$ cat src/core/flash_quirks_pkg.sv
// Package: register map, field layout and reset values of the flash quirk block
package flash_quirks_pkg;

    // ------------------------------------------------------------
    // Register byte offsets
    // ------------------------------------------------------------
    localparam logic [11:0] OFF_CTRL     = 12'h000; // Erase command and target
    localparam logic [11:0] OFF_STATUS   = 12'h004; // Erase and debug status
    localparam logic [11:0] OFF_PROG     = 12'h008; // Program word in target sector-bank
    localparam logic [11:0] OFF_BCFG     = 12'h00c; // Boot configuration
    localparam logic [11:0] OFF_UNLOCK   = 12'h010; // Debug unlock sequence
    localparam logic [11:0] OFF_BOOT     = 12'h014; // Boot loader status
    localparam logic [11:0] OFF_POWER    = 12'h018; // Power-cycle emulation
    localparam logic [11:0] OFF_RDPROT   = 12'h040; // Read protect 0..15
    localparam logic [11:0] OFF_PGPROT   = 12'h080; // Program protect 0..15

    // ------------------------------------------------------------
    // Field positions
    // ------------------------------------------------------------
    localparam int CTRL_CMD_LSB     = 0;  // Command code, 2 bits
    localparam int CTRL_SECT_LSB    = 4;  // Sector-bank index, 6 bits
    localparam int BCFG_NWF_BIT     = 31; // Not-written flag
    localparam int BCFG_DHI_BIT     = 1;  // Upper debug-control bit
    localparam int BCFG_DLO_BIT     = 0;  // Lower debug-control bit
    localparam int WORD_IN_LINE_BIT = 0;  // Word index within last line

    // Reserved bits of boot configuration (all but flag, debug bits, key field)
    localparam logic [31:0] BCFG_RSVD_MASK = 32'h7fff00fc;
    localparam logic [31:0] BCFG_RESET     = 32'hffffffff;

    // Unlock key written to the unlock register
    localparam logic [31:0] UNLOCK_KEY     = 32'h0000a5a5;
    localparam logic [1:0]  UNLOCK_RUNS    = 2'h2;

    // Number of protect registers, lower committed half
    localparam int PROT_REGS = 16;
    localparam int PROT_KEEP = 8;
    localparam logic [31:0] PROT_RESET = 32'hffffffff;

    // Erase timing
    localparam int ERASE_TIME_NS = 200;
    localparam int CLK_PERIOD_NS = 20;
    localparam int ERASE_CYCLES  = (ERASE_TIME_NS + CLK_PERIOD_NS - 1) / CLK_PERIOD_NS;

    // Commands
    localparam logic [1:0] CMD_NONE   = 2'h0;
    localparam logic [1:0] CMD_SECTOR = 2'h1;
    localparam logic [1:0] CMD_MASS   = 2'h2;
    localparam logic [1:0] CMD_TOGGLE = 2'h3;

    // Erase engine states
    typedef enum logic [2:0] {
        ST_IDLE  = 3'b001,
        ST_BUSY  = 3'b010,
        ST_DONE  = 3'b100
    } erase_state_e;

endpackage

$ cat src/core/erase_if.sv
// Interface: erase request and answer between top and erase engine
`timescale 1ns/10ps
interface erase_if;
    logic       start;     // One-cycle erase request
    logic [1:0] cmd;       // Erase kind
    logic       busy;      // Engine working
    logic       done;      // One-cycle completion pulse
    logic       restored;  // Last erase left flash all ones

    modport top (output start, output cmd, input busy, input done, input restored);
    modport eng (input start, input cmd, output busy, output done, output restored);
endinterface

$ cat src/core/erase_engine.sv
// Erase engine: timed erase that decides whether flash returns to all ones
`timescale 1ns/10ps
module erase_engine #(
    parameter int CYCLES = flash_quirks_pkg::ERASE_CYCLES
) (
    input  wire logic pclk,
    input  wire logic presetn,
    erase_if.eng      bus,
    input  wire logic only_first_words, // Only first two last-line words programmed
    input  wire logic any_first_words   // Any first-two last-line word programmed
);

    // ------------------------------------------------------------
    // State and counter
    // ------------------------------------------------------------
    flash_quirks_pkg::erase_state_e state_reg;  // Current state
    flash_quirks_pkg::erase_state_e state_next; // Next state
    logic [7:0]                     cnt_reg;    // Erase time counter
    logic                           rest_reg;   // Restore outcome
    logic [1:0]                     cmd_reg;    // Latched command

    wire logic cnt_end = (cnt_reg == 8'(CYCLES - 1)); // Erase time over
    // Sector erase fails only in the lone-word case; mass kinds fail whenever words sit there
    wire logic sect_ok = ~only_first_words;
    wire logic mass_ok = ~any_first_words;
    wire logic outcome = (cmd_reg == flash_quirks_pkg::CMD_SECTOR) ? sect_ok : mass_ok;

    // Next-state decode
    always_comb begin
        state_next = state_reg;
        case (state_reg)
            flash_quirks_pkg::ST_IDLE: if (bus.start) state_next = flash_quirks_pkg::ST_BUSY;
            flash_quirks_pkg::ST_BUSY: if (cnt_end) state_next = flash_quirks_pkg::ST_DONE;
            flash_quirks_pkg::ST_DONE: state_next = flash_quirks_pkg::ST_IDLE;
            default:                   state_next = flash_quirks_pkg::ST_IDLE;
        endcase
    end

    // State register
    always_ff @(posedge pclk or negedge presetn) begin
        if (!presetn) begin
            state_reg <= flash_quirks_pkg::ST_IDLE;
        end else begin
            state_reg <= state_next;
        end
    end

    // Counter and command latch
    always_ff @(posedge pclk or negedge presetn) begin
        if (!presetn) begin
            cnt_reg <= 8'h00;
            cmd_reg <= 2'h0;
        end else if (state_reg == flash_quirks_pkg::ST_IDLE) begin
            cnt_reg <= 8'h00;
            if (bus.start) cmd_reg <= bus.cmd;
        end else begin
            cnt_reg <= cnt_reg + 8'h01;
        end
    end

    // Outcome captured at end of erase
    always_ff @(posedge pclk or negedge presetn) begin
        if (!presetn) begin
            rest_reg <= 1'b1;
        end else if ((state_reg == flash_quirks_pkg::ST_BUSY) && cnt_end) begin
            rest_reg <= outcome;
        end
    end

    assign bus.busy     = (state_reg != flash_quirks_pkg::ST_IDLE);
    assign bus.done     = (state_reg == flash_quirks_pkg::ST_DONE);
    assign bus.restored = rest_reg;

endmodule

$ cat src/core/debug_lock.sv
// Debug lock: commits lock from boot configuration and counts unlock runs
`timescale 1ns/10ps
module debug_lock (
    input  wire logic pclk,
    input  wire logic presetn,
    input  wire logic commit,    // Boot configuration committed this cycle
    input  wire logic nwf,       // Not-written flag of committed value
    input  wire logic dhi,       // Upper debug-control bit
    input  wire logic dlo,       // Lower debug-control bit
    input  wire logic unlock,    // One complete unlock sequence seen
    output logic      locked,    // Debugger access locked
    output logic [1:0] runs      // Unlock runs counted so far
);

    // ------------------------------------------------------------
    // Lock state
    // ------------------------------------------------------------
    logic       lock_reg; // Lock flag
    logic [1:0] runs_reg; // Completed unlock runs

    wire logic lock_cfg = ~nwf & ~dhi & dlo; // Locking combination
    wire logic last_run = (runs_reg == flash_quirks_pkg::UNLOCK_RUNS - 2'h1);

    // Lock set on commit, released only on second run
    always_ff @(posedge pclk or negedge presetn) begin
        if (!presetn) begin
            lock_reg <= 1'b0;
            runs_reg <= 2'h0;
        end else if (commit && lock_cfg) begin
            lock_reg <= 1'b1;
            runs_reg <= 2'h0;
        end else if (lock_reg && unlock) begin
            if (last_run) begin
                lock_reg <= 1'b0;
                runs_reg <= 2'h0;
            end else begin
                runs_reg <= runs_reg + 2'h1;
            end
        end
    end

    assign locked = lock_reg;
    assign runs   = runs_reg;

endmodule

$ cat src/core/flash_quirks.sv
// Top: APB register file for erase, boot configuration and protection quirks
//
// Function
// - Lone first last-line words survive every erase
// - Mass erases still leave those words unerased
// - Debug-disabled commit locks beyond one unlock
// - Cleared reserved boot bits block code execution
// - Upper eight protect registers lost on power
`timescale 1ns/10ps
module flash_quirks #(
    parameter int SECTORS = 64 // Sector-bank count
) (
    input  wire logic        pclk,
    input  wire logic        presetn,
    input  wire logic        psel,
    input  wire logic        penable,
    input  wire logic        pwrite,
    input  wire logic [11:0] paddr,
    input  wire logic [31:0] pwdata,
    input  wire logic [3:0]  pstrb,
    output logic      [31:0] prdata,
    output logic             pready,
    output logic             pslverr,
    output logic             debug_locked,  // Debugger access locked
    output logic             boot_execute   // Boot loader may jump to loaded code
);

    // ------------------------------------------------------------
    // Bus decode
    // ------------------------------------------------------------
    wire logic acc     = psel & penable;        // Access phase
    wire logic wr      = acc & pwrite;          // Write strobe
    wire logic rd      = acc & ~pwrite;         // Read phase
    wire logic sel_ctl = (paddr == flash_quirks_pkg::OFF_CTRL);
    wire logic sel_st  = (paddr == flash_quirks_pkg::OFF_STATUS);
    wire logic sel_pg  = (paddr == flash_quirks_pkg::OFF_PROG);
    wire logic sel_bc  = (paddr == flash_quirks_pkg::OFF_BCFG);
    wire logic sel_ul  = (paddr == flash_quirks_pkg::OFF_UNLOCK);
    wire logic sel_bt  = (paddr == flash_quirks_pkg::OFF_BOOT);
    wire logic sel_pw  = (paddr == flash_quirks_pkg::OFF_POWER);
    wire logic sel_rp  = (paddr[11:6] == flash_quirks_pkg::OFF_RDPROT[11:6]) && (paddr[1:0] == 2'h0);
    wire logic sel_pp  = (paddr[11:6] == flash_quirks_pkg::OFF_PGPROT[11:6]) && (paddr[1:0] == 2'h0);
    wire logic [3:0] pidx = paddr[5:2];         // Protect register index
    wire logic mapped  = sel_ctl | sel_st | sel_pg | sel_bc | sel_ul | sel_bt | sel_pw | sel_rp | sel_pp;

    // ------------------------------------------------------------
    // Storage
    // ------------------------------------------------------------
    logic [5:0]  sect_reg;                 // Target sector-bank
    logic [1:0]  wmask_reg;                // Programmed first-two last-line words
    logic        other_reg;                // Another word programmed
    logic [31:0] boot_config_reg;          // Committed boot configuration
    logic        bc_commit_reg;            // Commit pulse to lock logic
    logic        boot_exec_reg;            // Execution permitted after boot load
    logic [31:0] rdprot_reg [flash_quirks_pkg::PROT_REGS];  // Read protect
    logic [31:0] pgprot_reg [flash_quirks_pkg::PROT_REGS];  // Program protect
    logic [31:0] prdata_reg;               // Read data
    logic        perr_reg;                 // Error response
    logic [1:0]  unlock_runs;              // Runs counted by lock logic

    // ------------------------------------------------------------
    // Erase engine link
    // ------------------------------------------------------------
    erase_if eif ();

    wire logic [1:0] wcmd = pwdata[flash_quirks_pkg::CTRL_CMD_LSB +: 2];
    wire logic erase_go = wr & sel_ctl & ~eif.busy & (wcmd != flash_quirks_pkg::CMD_NONE);
    assign eif.start = erase_go;
    assign eif.cmd   = wcmd;

    // Only first-two last-line words programmed, nothing else
    wire logic only_first = (wmask_reg != 2'h0) & ~other_reg;
    wire logic any_first  = (wmask_reg != 2'h0);

    erase_engine #(
        .CYCLES (flash_quirks_pkg::ERASE_CYCLES)
    ) u_erase (
        .pclk             (pclk),
        .presetn          (presetn),
        .bus              (eif.eng),
        .only_first_words (only_first),
        .any_first_words  (any_first)
    );

    // ------------------------------------------------------------
    // Boot configuration fields
    // ------------------------------------------------------------
    wire logic not_written_flag    = boot_config_reg[flash_quirks_pkg::BCFG_NWF_BIT];
    wire logic debug_ctl_upper_bit = boot_config_reg[flash_quirks_pkg::BCFG_DHI_BIT];
    wire logic debug_ctl_lower_bit = boot_config_reg[flash_quirks_pkg::BCFG_DLO_BIT];
    // Any reserved bit cleared blocks the jump to loaded code
    wire logic rsvd_ok = ((boot_config_reg & flash_quirks_pkg::BCFG_RSVD_MASK)
                          == flash_quirks_pkg::BCFG_RSVD_MASK);
    wire logic unlock_hit = wr & sel_ul & (pwdata == flash_quirks_pkg::UNLOCK_KEY);

    debug_lock u_lock (
        .pclk    (pclk),
        .presetn (presetn),
        .commit  (bc_commit_reg),
        .nwf     (not_written_flag),
        .dhi     (debug_ctl_upper_bit),
        .dlo     (debug_ctl_lower_bit),
        .unlock  (unlock_hit),
        .locked  (debug_locked),
        .runs    (unlock_runs)
    );

    // Power cycle emulated by a write to the power register
    wire logic power_cycle = wr & sel_pw & pwdata[0];

    // ------------------------------------------------------------
    // Erase bookkeeping: programmed-word tracking
    // ------------------------------------------------------------
    always_ff @(posedge pclk or negedge presetn) begin
        if (!presetn) begin
            sect_reg  <= 6'h00;
            wmask_reg <= 2'h0;
            other_reg <= 1'b0;
        end else if (eif.done && eif.restored) begin
            wmask_reg <= 2'h0;
            other_reg <= 1'b0;
        end else if (eif.done) begin
            // Affected words stay programmed; other words clear
            other_reg <= 1'b0;
        end else if (wr && sel_ctl && !eif.busy) begin
            sect_reg <= pwdata[flash_quirks_pkg::CTRL_SECT_LSB +: 6];
        end else if (wr && sel_pg) begin
            // pwdata[1] marks a last-line first-two word, [0] selects which
            if (pwdata[1]) begin
                wmask_reg[pwdata[flash_quirks_pkg::WORD_IN_LINE_BIT]] <= 1'b1;
            end else begin
                other_reg <= 1'b1;
            end
        end
    end

    // ------------------------------------------------------------
    // Boot configuration commit and boot status
    // ------------------------------------------------------------
    always_ff @(posedge pclk or negedge presetn) begin
        if (!presetn) begin
            boot_config_reg <= flash_quirks_pkg::BCFG_RESET;
            bc_commit_reg   <= 1'b0;
            boot_exec_reg   <= 1'b1;
        end else begin
            bc_commit_reg <= wr & sel_bc;
            if (wr && sel_bc) begin
                boot_config_reg <= pwdata;
            end
            if (power_cycle) begin
                boot_exec_reg <= rsvd_ok;
            end
        end
    end

    // ------------------------------------------------------------
    // Protect registers: upper half forgets across power cycle
    // ------------------------------------------------------------
    genvar gi;
    generate
        for (gi = 0; gi < flash_quirks_pkg::PROT_REGS; gi++) begin : g_prot
            always_ff @(posedge pclk or negedge presetn) begin
                if (!presetn) begin
                    rdprot_reg[gi] <= flash_quirks_pkg::PROT_RESET;
                    pgprot_reg[gi] <= flash_quirks_pkg::PROT_RESET;
                end else if (power_cycle && (gi >= flash_quirks_pkg::PROT_KEEP)) begin
                    rdprot_reg[gi] <= flash_quirks_pkg::PROT_RESET;
                    pgprot_reg[gi] <= flash_quirks_pkg::PROT_RESET;
                end else if (wr && (pidx == 4'(gi))) begin
                    // Protect bits only clear (commit sets protection)
                    if (sel_rp) rdprot_reg[gi] <= rdprot_reg[gi] & pwdata;
                    if (sel_pp) pgprot_reg[gi] <= pgprot_reg[gi] & pwdata;
                end
            end
        end
    endgenerate

    // ------------------------------------------------------------
    // Read mux
    // ------------------------------------------------------------
    wire logic [31:0] st_word = {24'h000000, unlock_runs, debug_locked, 2'h0,
                                 eif.restored, eif.busy, any_first};
    wire logic [31:0] ctl_word = {22'h000000, sect_reg, 2'h0, 2'h0};
    wire logic [31:0] rd_word =
        sel_ctl ? ctl_word :
        sel_st  ? st_word :
        sel_bc  ? boot_config_reg :
        sel_bt  ? {31'h00000000, boot_exec_reg} :
        sel_rp  ? rdprot_reg[pidx] :
        sel_pp  ? pgprot_reg[pidx] : 32'h00000000;

    // Registered read data and error flag
    always_ff @(posedge pclk or negedge presetn) begin
        if (!presetn) begin
            prdata_reg <= 32'h00000000;
            perr_reg   <= 1'b0;
        end else if (psel && !penable) begin
            prdata_reg <= rd_word;
            perr_reg   <= ~mapped;
        end
    end

    assign prdata       = prdata_reg;
    assign pready       = 1'b1;
    assign pslverr      = acc & perr_reg;
    assign boot_execute = boot_exec_reg;

endmodule

$ cat config.mk
export PLATFORM = sky130hd
export DESIGN_NAME = flash_quirks
export DESIGN_NICKNAME = d
export VERILOG_FILES = /design/src/core/flash_quirks_pkg.sv /design/src/core/erase_if.sv /design/src/core/erase_engine.sv /design/src/core/debug_lock.sv /design/src/core/flash_quirks.sv
export SDC_FILE = /design/constraint.sdc
export NUM_CORES = 2
export LEC_CHECK = 0
export BUFFER_PORTS_ARGS = -buffer_cell sky130_fd_sc_hd__buf_4
export CAP_MARGIN = 20
export CORE_MARGIN = 2
export CORE_UTILIZATION = 28
export CTS_BUF_LIST = sky130_fd_sc_hd__clkbuf_8
export CTS_CLUSTER_SIZE = 40
export DETAILED_ROUTE_END_ITERATION = 8
export PLACE_DENSITY = 0.44
export SKIP_LAST_GASP = 1
export SYNTH_ARGS = -nofsm -noshare
export SYNTH_HDL_FRONTEND = slang
export SYNTH_SLANG_ARGS = --single-unit
$ cat constraint.sdc
create_clock -name pclk -period 3.15 [get_ports pclk]
set_clock_uncertainty 0.1 [all_clocks]
set_input_delay 0.63 -clock pclk [delete_from_list [all_inputs] [get_ports pclk]]
set_output_delay 0.63 -clock pclk [all_outputs]
set_load 0.01 [all_outputs]
Yosys cells after proc, flatten, opt, wreduce, memory -nomap -nowiden
Cells that the tools add are included.
{"block": "word_totals", "register_bits": 1117, "inputBits": 53, "out_inout_bits": 36, "wordCells": 325}
{"block": "classes", "n_addsub": 2, "magnitude_cmp": 3, "n_eq_ne": 38, "mux": 83, "bitwise": 65, "reduce_logical": 88}
{"operator": "2-to-1 mux 32 bit", "n": 58}
{"operator": "bitwise AND 32 bit", "n": 32}
{"operator": "binary-select mux 32 bit (select 4 bit)", "n": 2}
{"operator": "AND reduction 2 bit", "n": 35}
{"operator": "equality test 12 x 5 -> 1 bit (second input constant)", "n": 3}
{"operator": "equality test 32 x 16 -> 1 bit (second input constant)", "n": 1}
{"operator": "equality test 4 bit (second input constant)", "n": 8}
{"operator": "nonzero test 2 bit", "n": 16}
{"operator": "logical AND 1 bit", "n": 28}
{"operator": "equality test 12 x 4 -> 1 bit (second input constant)", "n": 2}
{"operator": "equality test 21 bit (second input constant)", "n": 1}
{"operator": "equality test 4 x 3 -> 1 bit (second input constant)", "n": 4}
{"operator": "2-to-1 mux 2 bit", "n": 8}
{"operator": "bitwise AND 1 bit", "n": 14}
{"operator": "equality test 12 x 3 -> 1 bit (second input constant)", "n": 1}
{"operator": "zero test 12 bit", "n": 1}
{"operator": "2-to-1 mux 1 bit", "n": 10}
{"operator": "NOT 1 bit", "n": 9}
{"operator": "adder 8 x 1 -> 8 bit (second input constant)", "n": 1}
{"operator": "equality test 4 x 2 -> 1 bit (second input constant)", "n": 2}
{"operator": "equality test 8 x 4 -> 1 bit (second input constant)", "n": 1}
{"operator": "2-to-1 mux 8 bit", "n": 1}
{"operator": "bitwise OR 1 bit", "n": 8}
{"operator": "equality test 6 x 1 -> 1 bit (second input constant)", "n": 1}
{"operator": "other kinds (25)", "n": 32}

Depth between registers and ports, before layout
{"block": "logic_depth", "word_depth": 10, "ltp_mapped": 9, "ltp_nobuf": 7}

By module
Synthesis repeated with hierarchy kept, for this count alone.
{"block": "unflattened", "hier_cells": 3892, "area_unflattened_um2": 48830.6}
{"module": "flash_quirks", "instances": 1, "cells_each": 3824, "area_each_um2": 48034.8, "seq_area_each_um2": 28848.9}
{"module": "erase_engine", "instances": 1, "cells_each": 57, "area_each_um2": 646.9, "seq_area_each_um2": 352.8}
{"module": "debug_lock", "instances": 1, "cells_each": 11, "area_each_um2": 148.9, "seq_area_each_um2": 75.1}

Worst setup path after synthesis
No wires, ideal clock.
{"block": "synth_path", "path_type": "input to register", "start": "input port paddr[9]", "end": "register pgprot_reg[354] in the netlist's numbering", "setup_time_ps": 77, "arrival_time_ps": 2482, "required_time_ps": 2973, "path_slack_ps": 491, "cell_stages": 7, "path_buffers": 2, "path_cell_list": "or4_1 > clkbuf_1 > or4_4 > nor2_8 > nand2_4 > buf_6 > o21a_1"}
{"block": "synth_via", "elab_chain_len": 3}
{"item": "start, declared", "line_no": "flash_quirks.sv:18", "rtl": "input wire logic [11:0] paddr,"}
{"item": "equality test 6 x 2 -> 1 bit", "line_no": "flash_quirks.sv:42", "rtl": "wire logic sel_pp = (paddr[11:6] == flash_quirks_pkg::OFF_PGPROT[11:6]) && (paddr[1:0] == 2'h0);"}
{"item": "logical AND 1 bit", "line_no": "flash_quirks.sv:42"}
{"item": "AND reduction 2 bit (no line)"}
{"item": "end signal, assigned by index", "line_no": "flash_quirks.sv:165", "rtl": "pgprot_reg[gi] <= flash_quirks_pkg::PROT_RESET;"}
{"item": "end signal, assigned by index", "line_no": "flash_quirks.sv:168", "rtl": "pgprot_reg[gi] <= flash_quirks_pkg::PROT_RESET;"}
{"item": "end signal, assigned by index", "line_no": "flash_quirks.sv:172", "rtl": "if (sel_pp) pgprot_reg[gi] <= pgprot_reg[gi] & pwdata;"}
{"item": "end, declared", "line_no": "flash_quirks.sv:56", "rtl": "logic [31:0] pgprot_reg [flash_quirks_pkg::PROT_REGS];"}
No other way between the ends.
A chain may end at the register's enable or synchronous reset.

Worst setup path after layout
{"block": "layout_path", "start": "input port paddr[6]", "end": "register wmask_reg[0]"}
{"block": "layout_via", "elab_chain_len": 5, "elab_cells_between_ends": 8, "cone_classes": "eq/ne (2); reduce/logical (6)"}
{"item": "zero test 12 bit", "line_no": "flash_quirks.sv:34", "rtl": "wire logic sel_ctl = (paddr == flash_quirks_pkg::OFF_CTRL);"}
{"item": "logical AND 1 bit (2 in series)", "line_no": "flash_quirks.sv:125", "rtl": "end else if (wr && sel_ctl && !eif.busy) begin"}
{"item": "inequality test 2 bit (no line)"}
{"item": "AND reduction 4 bit (no line) (*)"}
{"item": "end signal, assigned", "line_no": "flash_quirks.sv:117", "rtl": "wmask_reg <= 2'h0;"}
{"item": "end signal, assigned", "line_no": "flash_quirks.sv:120", "rtl": "wmask_reg <= 2'h0;"}
{"item": "end signal, assigned by index", "line_no": "flash_quirks.sv:130", "rtl": "wmask_reg[pwdata[flash_quirks_pkg::WORD_IN_LINE_BIT]] <= 1'b1;"}
{"item": "end, declared", "line_no": "flash_quirks.sv:50", "rtl": "logic [1:0] wmask_reg;"}
Every way passes the cells marked *; elsewhere a longest branch is shown, timed or not.

==> qor.yml <==
yosys:
  ys_warn_count: 0
  yosysTopAreaCell: "dfstp_2"
  netlist_instances: 3538
  synth-seq-cells: 1117
  synthArstFlopShare_pct: 100
  ys_types: 58
  syn_area_um2: 49400
  yosysSeqAreaShare_pct: 59.3
  yosys-top-cells-count: "dfstp_2 (1059), o21a_1 (513), mux4_2 (257)"
  synth_nets: 3593
  synth.area.top_cells: "dfstp_2 (56%), mux4_2 (12%), o21a_1 (7.8%), o32a_1 (5.2%), dfrtp_1 (2.9%)"
  synth.most_common_cell: "dfstp_2"
  ys.flop_type: "dfstp_2"
  synth-edff-count: 0
  synth_top_area_share_pct: 56.4
  avgSynthCellArea_um2: 13.9
route:
  wl_um: 169000
  wl_met3_um: 6780
  wl_per_cell_um: 27.1
  ant_nets: 0
  met2WireLength_um: 82100
  top_layer: "met5"
  route.detailed.drc: 0
  wl_met1_um: 76800
  viasPerCell: 5.27
  first_iter_violations: 2345
  vias: 32800
  dr.pass1.iters: 5
sta:
  finalHoldViolCount: 0
  period_share_pct: 85.4
  rsz0062_at_grt: "no"
  fin_crit_ps: 2690
  worst_slew_pin_slew_ps: 989
  setup_viol_count_final: 0
  slew_viol_final: 0
  fmax_mhz: 372
  slew_headroom_pct: 33.1
cts:
  clock_path_buffers: 3
  clk_pin_slew_ps: 70
  cts_setup_buffers: 0
  clock_sinks: 1117
  htree_levels: 4
  cts_resized: 0
  clockRootBuffer: "clkbuf_8"
  cts_tree: "yes"
  cts_made_buffers: 203
  clock_latency_ps: 960
finish:
  layout-drive-gt1-share_pct: 53.1
  nets: 3774
  syn_to_final_growth_pct: 19.5
  post-route-cell-area_um2: 59000
power:
  p_seq_share_pct: 47.6
  power.internal_mw: 22.8
  clkPwrFrac_pct: 46.9
  power-per-cell-area_nw_per_um2: 517
  p_leak_nw: 22.1
  combPwrFrac_pct: 5.5
  switching_share_pct: 25.1
  power.net_switching_mw: 7.66
  max-vdd-ir-drop_uv: 334
  power.total_mw: 30.5
placed_design:
  dpl_cell_area_um2: 54500
  io_buffers: 83
  gp_congestion: 0.759
  hpwl_um: 102000
worst_setup_path:
  worstPathArrival_ps: 3440
  endpoint_kind: "register"
  required_ps: 3900
  critical_path_class: "input pin to register"
  critPathMaxFanout: 9
  critPathLaunchType: "input pin"
floorplanning:
  die_w_um: 424
  start_util_pct: 28.1
  core_um2: 176000
  num_rows: 154
  top_level_ports: 89
  die_area_um2: 180000
  die_y_um: 424
global_routing:
  grt_usage_pct: 18.8
  grt_max_degree: 110
  gr-total-overflow: 0
  grt_pass1_wl_um: 250000
  antenna_found_initial: 9
  grt_pass1_vias: 34700
run:
  maxCapViolations: 0
outcome:
  status: "completed"
hold_path:
  holdCritPathClass: "input pin to register"
==> cell type report <==
cell class / count / area, um^2
antenna: 5 / 12.5
clock buffer: 264 / 3630
clock inverter: 113 / 654
fill: 17400 / 117000
inverter: 6 / 22.5
multi-input combinational: 2012 / 18300
sequential: 1117 / 29300
tap: 2340 / 2930
timing repair buffer: 379 / 4110
==> routing by layer <==
metal	global-route usage, %	up-vias
li1	-	13900
met1	25.8	17900
met2	30.9	758
met3	2.78	232
met4	4.84	2
met5	0	-
==> power groups by stage <==
stage	clock [mW]	sequential [mW]	combinational, mW
5_1_grt	15.4	14.5	1.80
4_1_cts	14.8	14.5	1.71
3_5_place_dp	0	14.7	1.69
2_1_floorplan	0	14.7	0.655
6_report	14.3	14.5	1.67
3_3_place_gp	0	14.7	1.70
==> path summary, 6_finish.rpt <==
kind                       cells after the start                  from  slack, ps                 end
hold reg to reg                                1       rdprot_reg[382]        350     rdprot_reg[382]
setup reg to reg                               5  u_erase.state_reg[0]       1130         sect_reg[2]
min in group asynchronous                      2               presetn        190  u_erase.cnt_reg[7]
max in group asynchronous                      3               presetn       1650          prdata[22]
hold / removal                                 3            pwdata[14]        120     rdprot_reg[174]
setup / recovery                               9              paddr[6]        460        wmask_reg[0]
==> cells in the final DEF, fill, tap and decap left out, types with 9 or more instances in the layout <==
cell type	instances
buf_4	264
nor4b_1	9
a22oi_1	97
dfstp_2	1059
clkinv_2	17
nand3_1	29
mux4_2	257
o21ai_0	18
mux2_2	39
nor2_1	211
buf_12	96
or3_1	24
nand2_2	17
o22a_1	124
a211oi_1	12
dlygate4sd3_1	16
o32a_1	256
nand2_1	69
dfrtp_1	58
inv_1	85
clkbuf_8	264
a21oi_1	191
o22ai_1	10
o21a_1	513
==> cell families (layout without fill, tap and decap cells) <==
logic type      Yosys count  in the layout  synth area share [%]
compound gates         1252           1252                  19.6
xor+xnor                  6              6                 0.106
fa+ha+maj                 2              2                0.0507
buf+inv                 409            762                  3.88
flops                  1117           1117                  59.3
mux                     304            304                  12.8
other cells               1              6               0.00760
simple gates            447            447                  4.26
==> through the flow <==
stage | TNS, ps | setup WS [ps] | instances | hold WS (ps) | util [%]
3_5_place_dp | -14.4 | -11.1 | 5838 | 347 | 31.0
6_report | 0 | 460 | 6236 | 119 | 33.6
5_1_grt | 0 | 408 | 6233 | 112 | 33.5
2_1_floorplan | 0 | 491 | 3538 | 234 | -
4_1_cts | 0 | 555 | 6231 | 27.6 | 33.5
3_3_place_gp | 0 | 31.8 | 5838 | 343 | 31.0
==> critical path, stage by stage <==
cell           delay, ps
dlygate4sd3_1        540
buf_4                160
or4_1                590
or3_1                600
buf_4                260
nor3_1               220
buf_4                170
nand3_1               90
o21ai_0              190
==> repair_timing <==
item / in CTS / in global routing
setup endpoints to repair: 0 / 0
endpoints found under the hold margin: 165 / 0
hold buffers: 16 / 0
(Power assumes the default switching activity.)
